<file path="src/common/cof_consts.vh">
// Constants for the communication-option fault handler
`ifndef COF_CONSTS_VH
`define COF_CONSTS_VH
// Stop actions
`define COF_ACT_RAMP 2'h0
`define COF_ACT_COAST 2'h1
`define COF_ACT_FAST 2'h2
`define COF_ACT_ALARM 2'h3
// Setting defaults and limits
`define COF_DEF_ERR_ACTION 2'h1
`define COF_DEF_EXT_DETECT 1'h0
`define COF_DEF_EXT_ACTION 2'h1
`define COF_DEF_MULTISTEP 1'h0
`define COF_DEF_RESET_INIT 1'h0
`define COF_DEF_DELAY_TENTHS 6'h14
`define COF_MAX_DELAY_TENTHS 6'h32
`define COF_DEF_NODE_ADDR 7'h00
`define COF_MAX_NODE_ADDR 7'h40
`define COF_DEF_SPEED_CODE 3'h0
`define COF_MAX_SPEED_CODE 3'h4
`define COF_DEF_AUTO_RESET 1'h0
// Link speed codes
`define COF_SPD_156K 3'h0
`define COF_SPD_625K 3'h1
`define COF_SPD_2M5 3'h2
`define COF_SPD_5M 3'h3
`define COF_SPD_10M 3'h4
// Timing: clock rate and delay unit
`define COF_CLK_HZ 40000000
`define COF_TENTH_MS 100
`define COF_TENTH_CYCLES ((`COF_CLK_HZ / 1000) * `COF_TENTH_MS)
`endif

</file>
<file path="src/verilog/cof_handler.v">
// Communication-option fault supervision logic of a motor drive
//
// Notes on behaviour
// - Comm error reaction: 0 ramp, 1 coast, 2 fast stop, 3 alarm; default coast.
// - Option external fault detected always (0) or only while running (1).
// - Option external fault reaction: ramp, coast, fast stop or alarm; default coast.
// - Selection 0: multi-step references ignored while network reference selected.
// - Selection 1: multi-step inputs stay active and override network reference.
// - Initialization restores comm settings to defaults only when reset selection is 1.
// - The reset selection itself is never restored by initialization.
// - Bus error declared after programmable delay 0.0 to 5.0 s, default 2.0 s.
// - Station node address presented from setting 0 to 64, default 0.
// - Link speed code 0..4 selects 156k, 625k, 2.5M, 5M, 10M bit rate.
// - Bus error auto-retry clears it only when auto-reset selection is 1.
// - Delay, address, speed, auto-reset apply only to the one fieldbus profile.
`timescale 1ns/1ps
`default_nettype none
`include "cof_consts.vh"

module cof_handler #(
    parameter TENTH_CYCLES = `COF_TENTH_CYCLES
) (
    input wire clk_in,
    input wire rst_n_in,
    input wire clk_en_in,
    input wire set_load_in,
    input wire [1:0] comm_error_action_select_in,
    input wire ext_fault_detect_select_in,
    input wire [1:0] ext_fault_action_select_in,
    input wire net_ref_multistep_select_in,
    input wire comm_param_reset_on_init_in,
    input wire [5:0] bus_error_delay_in,
    input wire [6:0] station_node_address_in,
    input wire [2:0] link_speed_code_in,
    input wire bus_error_auto_reset_in,
    input wire initialization_command_in,
    input wire profile_active_in,
    input wire comm_lost_in,
    input wire comm_error_in,
    input wire option_external_fault_in,
    input wire drive_running_in,
    input wire network_reference_select_in,
    input wire multistep_active_in,
    input wire fault_retry_in,
    output reg [1:0] stop_action_out,
    output reg stop_request_out,
    output reg alarm_out,
    output reg bus_error_out,
    output reg ext_fault_out,
    output reg comm_fault_out,
    output reg use_multistep_ref_out,
    output reg [6:0] node_address_out,
    output reg [2:0] link_speed_out,
    output reg link_speed_valid_out
);

    // ****************************************
    // Input synchronisers
    // ****************************************
    reg [2:0] lost_sync_ff;
    reg [2:0] ext_sync_ff;
    reg lost_ff;
    reg ext_ff;
    wire nxt_lost;
    wire nxt_ext;
    assign nxt_lost = (lost_sync_ff[1] == lost_sync_ff[2]) ? lost_sync_ff[2] : lost_ff;
    assign nxt_ext = (ext_sync_ff[1] == ext_sync_ff[2]) ? ext_sync_ff[2] : ext_ff;

    // Link loss pin: three stages, a change counts once stages two and three agree
    always @(posedge clk_in or negedge rst_n_in) begin
        if (!rst_n_in) begin
            lost_sync_ff <= 3'h0;
            lost_ff <= 1'b0;
        end else if (clk_en_in) begin
            lost_sync_ff <= {lost_sync_ff[1:0], comm_lost_in};
            lost_ff <= nxt_lost;
        end
    end

    // Option fault pin, same scheme
    always @(posedge clk_in or negedge rst_n_in) begin
        if (!rst_n_in) begin
            ext_sync_ff <= 3'h0;
            ext_ff <= 1'b0;
        end else if (clk_en_in) begin
            ext_sync_ff <= {ext_sync_ff[1:0], option_external_fault_in};
            ext_ff <= nxt_ext;
        end
    end

    // ****************************************
    // Settings store
    // ****************************************
    reg [1:0] err_act_ff;
    reg ext_det_ff;
    reg [1:0] ext_act_ff;
    reg mstep_ff;
    reg rst_init_ff;
    reg [5:0] delay_ff;
    reg [6:0] node_ff;
    reg [2:0] speed_ff;
    reg auto_rst_ff;
    wire node_ok;
    wire speed_ok;
    // Out-of-range address or speed codes leave the stored value alone
    assign node_ok = (station_node_address_in <= `COF_MAX_NODE_ADDR);
    assign speed_ok = (link_speed_code_in <= `COF_MAX_SPEED_CODE);

    function [5:0] clip_delay;
        input [5:0] v;
        begin
            clip_delay = (v > `COF_MAX_DELAY_TENTHS) ? `COF_MAX_DELAY_TENTHS : v;
        end
    endfunction

    always @(posedge clk_in or negedge rst_n_in) begin
        if (!rst_n_in) begin
            err_act_ff <= `COF_DEF_ERR_ACTION;
            ext_det_ff <= `COF_DEF_EXT_DETECT;
            ext_act_ff <= `COF_DEF_EXT_ACTION;
            mstep_ff <= `COF_DEF_MULTISTEP;
            rst_init_ff <= `COF_DEF_RESET_INIT;
            delay_ff <= `COF_DEF_DELAY_TENTHS;
            node_ff <= `COF_DEF_NODE_ADDR;
            speed_ff <= `COF_DEF_SPEED_CODE;
            auto_rst_ff <= `COF_DEF_AUTO_RESET;
        end else if (clk_en_in) begin
            if (initialization_command_in) begin
                if (rst_init_ff) begin
                    err_act_ff <= `COF_DEF_ERR_ACTION;
                    ext_det_ff <= `COF_DEF_EXT_DETECT;
                    ext_act_ff <= `COF_DEF_EXT_ACTION;
                    mstep_ff <= `COF_DEF_MULTISTEP;
                    delay_ff <= `COF_DEF_DELAY_TENTHS;
                    node_ff <= `COF_DEF_NODE_ADDR;
                    speed_ff <= `COF_DEF_SPEED_CODE;
                    auto_rst_ff <= `COF_DEF_AUTO_RESET;
                end
                // Reset selection held through initialization
            end else if (set_load_in) begin
                err_act_ff <= comm_error_action_select_in;
                ext_det_ff <= ext_fault_detect_select_in;
                ext_act_ff <= ext_fault_action_select_in;
                mstep_ff <= net_ref_multistep_select_in;
                rst_init_ff <= comm_param_reset_on_init_in;
                delay_ff <= clip_delay(bus_error_delay_in);
                if (node_ok) begin
                    node_ff <= station_node_address_in;
                end
                if (speed_ok) begin
                    speed_ff <= link_speed_code_in;
                end
                auto_rst_ff <= bus_error_auto_reset_in;
            end
        end
    end

    // ****************************************
    // Bus error delay timer
    // ****************************************
    reg [31:0] cyc_ff;
    reg [5:0] tenth_ff;
    reg bus_err_ff;
    wire tick;
    wire expired;
    wire loss_seen;
    wire [31:0] nxt_cyc;
    wire [5:0] nxt_tenth;
    assign tick = (cyc_ff == TENTH_CYCLES - 1);
    assign expired = (tenth_ff >= delay_ff);
    assign loss_seen = profile_active_in && lost_ff;
    assign nxt_cyc = cyc_ff + 32'h1;
    assign nxt_tenth = tenth_ff + 6'h1;

    // Tenth-of-second counter, zeroed whenever the link is back
    always @(posedge clk_in or negedge rst_n_in) begin
        if (!rst_n_in) begin
            cyc_ff <= 32'h0;
            tenth_ff <= 6'h0;
        end else if (clk_en_in) begin
            if (!loss_seen) begin
                cyc_ff <= 32'h0;
                tenth_ff <= 6'h0;
            end else if (!expired) begin
                if (tick) begin
                    cyc_ff <= 32'h0;
                    tenth_ff <= nxt_tenth;
                end else begin
                    cyc_ff <= nxt_cyc;
                end
            end
        end
    end

    // ****************************************
    // Bus error flag
    // ****************************************
    // A new expiry beats a retry in the same cycle
    always @(posedge clk_in or negedge rst_n_in) begin
        if (!rst_n_in) begin
            bus_err_ff <= 1'b0;
        end else if (clk_en_in) begin
            if (loss_seen && expired) begin
                bus_err_ff <= 1'b1;
            end else if (fault_retry_in && auto_rst_ff) begin
                bus_err_ff <= 1'b0;
            end else if (!profile_active_in) begin
                bus_err_ff <= 1'b0;
            end
        end
    end

    // ****************************************
    // Fault reaction
    // ****************************************
    reg ext_lat_ff;
    wire ext_seen;
    wire ext_active;
    wire comm_ev;
    wire ext_stops;
    wire comm_stops;
    assign ext_seen = ext_ff && (!ext_det_ff || drive_running_in);
    assign ext_active = ext_seen || ext_lat_ff;
    assign comm_ev = comm_error_in || bus_err_ff;

    function stop_of;
        input [1:0] act;
        begin
            stop_of = (act != `COF_ACT_ALARM);
        end
    endfunction

    assign ext_stops = ext_active && stop_of(ext_act_ff);
    assign comm_stops = comm_ev && stop_of(err_act_ff);

    // ****************************************
    // External fault latch
    // ****************************************
    // A new fault beats a retry in the same cycle
    always @(posedge clk_in or negedge rst_n_in) begin
        if (!rst_n_in) begin
            ext_lat_ff <= 1'b0;
        end else if (clk_en_in) begin
            if (ext_seen) begin
                ext_lat_ff <= 1'b1;
            end else if (fault_retry_in) begin
                ext_lat_ff <= 1'b0;
            end
        end
    end

    // ****************************************
    // Stop reaction outputs
    // ****************************************
    // External fault takes precedence in action choice
    always @(posedge clk_in or negedge rst_n_in) begin
        if (!rst_n_in) begin
            stop_action_out <= `COF_ACT_COAST;
            stop_request_out <= 1'b0;
            alarm_out <= 1'b0;
        end else if (clk_en_in) begin
            if (ext_active) begin
                stop_action_out <= ext_act_ff;
            end else begin
                stop_action_out <= err_act_ff;
            end
            stop_request_out <= ext_stops || comm_stops;
            alarm_out <= (ext_active && !ext_stops) || (comm_ev && !comm_stops);
        end
    end

    // ****************************************
    // Fault status outputs
    // ****************************************
    always @(posedge clk_in or negedge rst_n_in) begin
        if (!rst_n_in) begin
            bus_error_out <= 1'b0;
            ext_fault_out <= 1'b0;
            comm_fault_out <= 1'b0;
        end else if (clk_en_in) begin
            bus_error_out <= bus_err_ff;
            ext_fault_out <= ext_active;
            comm_fault_out <= comm_ev;
        end
    end

    // ****************************************
    // Reference and link outputs
    // ****************************************
    // Multi-step precedence over network reference
    always @(posedge clk_in or negedge rst_n_in) begin
        if (!rst_n_in) begin
            use_multistep_ref_out <= 1'b0;
            node_address_out <= `COF_DEF_NODE_ADDR;
            link_speed_out <= `COF_DEF_SPEED_CODE;
            link_speed_valid_out <= 1'b0;
        end else if (clk_en_in) begin
            use_multistep_ref_out <= multistep_active_in &&
                (!network_reference_select_in || mstep_ff);
            node_address_out <= profile_active_in ? node_ff : `COF_DEF_NODE_ADDR;
            link_speed_out <= speed_ff;
            link_speed_valid_out <= profile_active_in;
        end
    end

endmodule // cof_handler
`default_nettype wire
</file>
<file path="config.mk">
export PLATFORM = sky130hd
export DESIGN_NAME = cof_handler
export DESIGN_NICKNAME = d
export VERILOG_FILES = /design/src/verilog/cof_handler.v
export VERILOG_INCLUDE_DIRS = /design/src /design/src/common
export SDC_FILE = /design/constraint.sdc
export NUM_CORES = 1
export LEC_CHECK = 0
export ABC_AREA = 1
export BUFFER_PORTS_ARGS = -buffer_cell sky130_fd_sc_hd__buf_2
export CAP_MARGIN = 20
export CORE_ASPECT_RATIO = 0.8
export CORE_MARGIN = 2
export CORE_UTILIZATION = 25
export DETAILED_ROUTE_END_ITERATION = 6
export PLACE_DENSITY_LB_ADDON = 0.3
export SLEW_MARGIN = 0
export SYNTH_ARGS = -nofsm -noshare
export SYNTH_HDL_FRONTEND = slang
export SYNTH_SLANG_ARGS = --single-unit
</file>
<file path="constraint.sdc">
create_clock -name clk_in -period 2.7 [get_ports clk_in]
set_input_delay 0.27 -clock clk_in [delete_from_list [all_inputs] [get_ports clk_in]]
set_output_delay 0.27 -clock clk_in [all_outputs]
set_load 0.05 [all_outputs]
</file>
==> impl_results.md <==
- Total area of multi-input combinational cells: 0.002422 mm2
- Worst clock skew: a little over 0.008 ns
- Post-CTS Resized: 0
- Total setup violations reported at the end of the flow: 0
- Cell taking the most area after synthesis: sky130_fd_sc_hd__dfrtp_1
- Final core occ: between 20% and 30%
- Register area: 0.002283 mm2
- Antenna violations before repair: 0
- Final Hold Violating Endpoints: 0
- Worst Max-Slew Pin Slew: 0.5367 ns
- IR drop worst, VDD: 0.2453 mV
- Worst-case register-to-register setup slack: 0.68 ns
- Clk sink count: 91
- Number of setup buffers added after CTS: 0
- Fin crit share: 74.99%
- Post-placement worst setup slack: 0.6447 ns
- Remaining number of nets flagged by the antenna check after routing: 0
- Vias per Instance: 4.318
- TritonCTS clock tree: built
- Wire length reported by the detailed router: 12650 um
- Startpoint kind of the worst setup timing path: flop
- Critical Path Sink Type: flop
- Static Leakage: 2.780 nW
- Setup CP Type: reg -> reg
- # rows: 46
- Via count: 4396
- Main area contributors after synthesis: sky130_fd_sc_hd__dfrtp_1, sky130_fd_sc_hd__nand2_1, sky130_fd_sc_hd__nor2_1
- First-pass GRT wire length: 21540 um
- Worst-case setup margin in the final layout: 0.6752 ns
- Number of remaining DRC errors: 0
- FF+latch count, synth: just over 90
- Most common flop cell mapped by yosys: sky130_fd_sc_hd__dfrtp_1
- Status: finished clean
- Chip Width: 162.9 um
- Starting density of the core: ~25%
- Clock Tree Root: sky130_fd_sc_hd__clkbuf_16
- RSZ-0062 raised after global routing: false
- Synth unique cells: 37
- Maximum number of pins on one net before global-route repair: 53
- Die boundary height: 131.1 um
- Average wire per standard cell: 12.43 um
- Count of buffers from port buffering: 55
- Number of buffers inserted during clock tree synthesis: 9
- Drt initial violations: 261
- Leading cell type by number of instances after synthesis: sky130_fd_sc_hd__nand2_1
- Final HPWL DP: 9346 um
- Number of top-level design ports: 56
- Cells after Synth: 693
- Ys Warns: 0
- Longest Clk Path Bufs: 2
- Placeable core area: slightly below 0.02 mm2
- Post-route cell area: 0.005934 mm2
- GPL Wtd Cong: 0.8996
- Diode count: 0
- Final count of pins violating max slew: 0
- Highest clock rate: between 400 and 500 MHz
- Layout cell share with drive strength beyond 1: roughly 15%
- Power Density: approximately 580 mW/mm2
- CTS H-Tree Depth: 3
- Most common library cells after synthesis: sky130_fd_sc_hd__nand2_1, sky130_fd_sc_hd__nor2_1, sky130_fd_sc_hd__dfrtp_1, sky130_fd_sc_hd__inv_1, sky130_fd_sc_hd__nand3_1
- Placed Area: roughly 0.0056 mm2
- Setup TNS: 0 ns
- Part of the Yosys area used for sequential elements: 45.23%
- Number of fill cells in the layout: 2216
- Vias in the first global route: 4168
- Mean instance size in the synthesized netlist: 7.285 um2
- Placed cell count: between 1000 and 1500
- Non-filler cells in the finished layout: 1018
- Class of the tightest hold or removal check: in -> reg
- Number of enable flip-flop cells after synthesis: 0
- Synthesis-to-finish area growth: 17.55%
- Final critical-path required period: 2.025 ns
- Number of nets at the end of the flow: 794
- Net count of the mapped netlist: 738
- Async set-or-reset flop fraction in the synthesized netlist: between 90% and 100%
- Skew-Pair Late Insertion Delay: 0.35 ns
- Headroom to the max-slew limit: between 60 and 70%
- Number of detailed-routing iterations run before antenna repair: 5
- Data required time at the worst endpoint: 2.95 ns
- Die ar.: 0.02135 mm2
- Fraction of post-synthesis cell area in the top cell type by area: 42.63%
- Critical path arrival: 2.27 ns
- Peak fanout along the critical path: 47
- Post-synthesis instance area: between 0.005 and 0.006 mm2
- Final Hold Slack: 0.1187 ns
- Tot Pwr: 3.438 mW
- Total global routing overflow: 0
- # Max-Cap Violations: 0
- Combined global-route utilization of all metal layers: 12.63%
- CTS clock-pin slew for the worst setup and hold paths: approximately 0.07 ns
per-layer routing:
layer | global-route usage, % | wire (um) | vias to the layer above
met5 | 0 | 0 | -
met4 | 3.835 | 193 | 0
met3 | 3.125 | 546 | 15
met2 | 17.28 | 5125 | 79
met1 | 19.28 | 6786 | 2007
li1 | - | - | 2295
flip-flops by register name, indices dropped and copies added (netlist names), 3 cells and up:
| register | flops |
|---|---|
| ext_sync_ff | 3 |
| tenth_ff | 6 |
| lost_sync_ff | 3 |
| speed_ff | 3 |
| delay_ff | 6 |
| node_address_out | 7 |
| cyc_ff | 32 |
| link_speed_out | 3 |
| node_ff | 7 |
cells by family after synthesis:
logic type / Yosys count / synth area share [%]
DFF: 91 / 45.23
xor gates and xnor gates: 12 / 2.082
and+or+nand+nor: 425 / 35.39
buffers and inverters: 83 / 6.791
adders and majority gates: 8 / 1.983
AOI/OAI and AO/OA: 74 / 8.525
cells in the final DEF (no fill, tap or decap), types with 6 or more instances in the layout:
cell	Yosys	final
sky130_fd_sc_hd__nand2_1	247	247
sky130_fd_sc_hd__nor2_1	101	101
sky130_fd_sc_hd__dfrtp_1	86	86
sky130_fd_sc_hd__inv_1	59	59
sky130_fd_sc_hd__buf_2	8	54
sky130_fd_sc_hd__nand3_1	48	48
sky130_fd_sc_hd__o21ai_0	43	43
sky130_fd_sc_hd__a21oi_1	9	9
sky130_fd_sc_hd__clkbuf_16	0	9
sky130_fd_sc_hd__ha_1	8	8
sky130_fd_sc_hd__buf_4	3	8
sky130_fd_sc_hd__xnor2_1	7	7
sky130_fd_sc_hd__nand3b_1	6	6
sky130_fd_sc_hd__o21ai_2	6	6
sky130_fd_sc_hd__nand4_1	6	6
worst max-delay path: stages, from the launching register on:
cell and delay [ns]:
sky130_fd_sc_hd__dfstp_2 0.51, sky130_fd_sc_hd__inv_1 0.05, sky130_fd_sc_hd__ha_1 0.27, sky130_fd_sc_hd__nand2_1 0.06
sky130_fd_sc_hd__nor2_1 0.10, sky130_fd_sc_hd__nand2_1 0.06, sky130_fd_sc_hd__nand2_1 0.10, sky130_fd_sc_hd__nand2_2 0.11
sky130_fd_sc_hd__nand2_1 0.09, sky130_fd_sc_hd__buf_4 0.36, sky130_fd_sc_hd__nor2_1 0.07, sky130_fd_sc_hd__nor2_1 0.09
sky130_fd_sc_hd__nor2_1 0.05
where the power goes:
part	leakage, nW	internal [mW]	switching, mW
Combinational	1.44	0.159	0.436
Clock	0.143	0.654	0.603
Sequential	1.20	1.51	0.0753
Total	2.78	2.32	1.12
area by class of cell:
| cell class | instances | share of cell area (%) |
|---|---|---|
| Multi-Input combinational cell | 519 | 40.82 |
| Sequential cell | 91 | 38.48 |
| Timing Repair Buffer | 64 | 6.072 |
| Tap cell | 264 | 5.566 |
| Inverter | 64 | 4.090 |
| Clock buffer | 9 | 3.795 |
| Clock inverter | 7 | 1.181 |
path summary, 6_finish.rpt:
check / startpoint / end / depth (start not counted)
setup reg to reg: delay_ff[4]$_DFFE_PN1P_ / cyc_ff[21]$_DFFE_PN0P_ / 12
max in group asynchronous: rst_n_in / delay_ff[2]$_DFFE_PN1P_ / 3
hold / removal: comm_error_action_select_in[1] / err_act_ff[1]$_DFFE_PN0P_ / 3
setup / recovery: delay_ff[4]$_DFFE_PN1P_ / cyc_ff[21]$_DFFE_PN0P_ / 12
min in group asynchronous: rst_n_in / speed_ff[0]$_DFFE_PN0P_ / 2
hold reg to reg: link_speed_out[2]$_DFFE_PN0P_ / link_speed_out[2]$_DFFE_PN0P_ / 2
what timing repair did:
item / in CTS / in global routing
hold buffers: 1 / 0
hold endpoints to repair: 35 / 0
setup endpoints to repair: 0 / 0
Note: power is estimated with default switching activity, not from simulation.
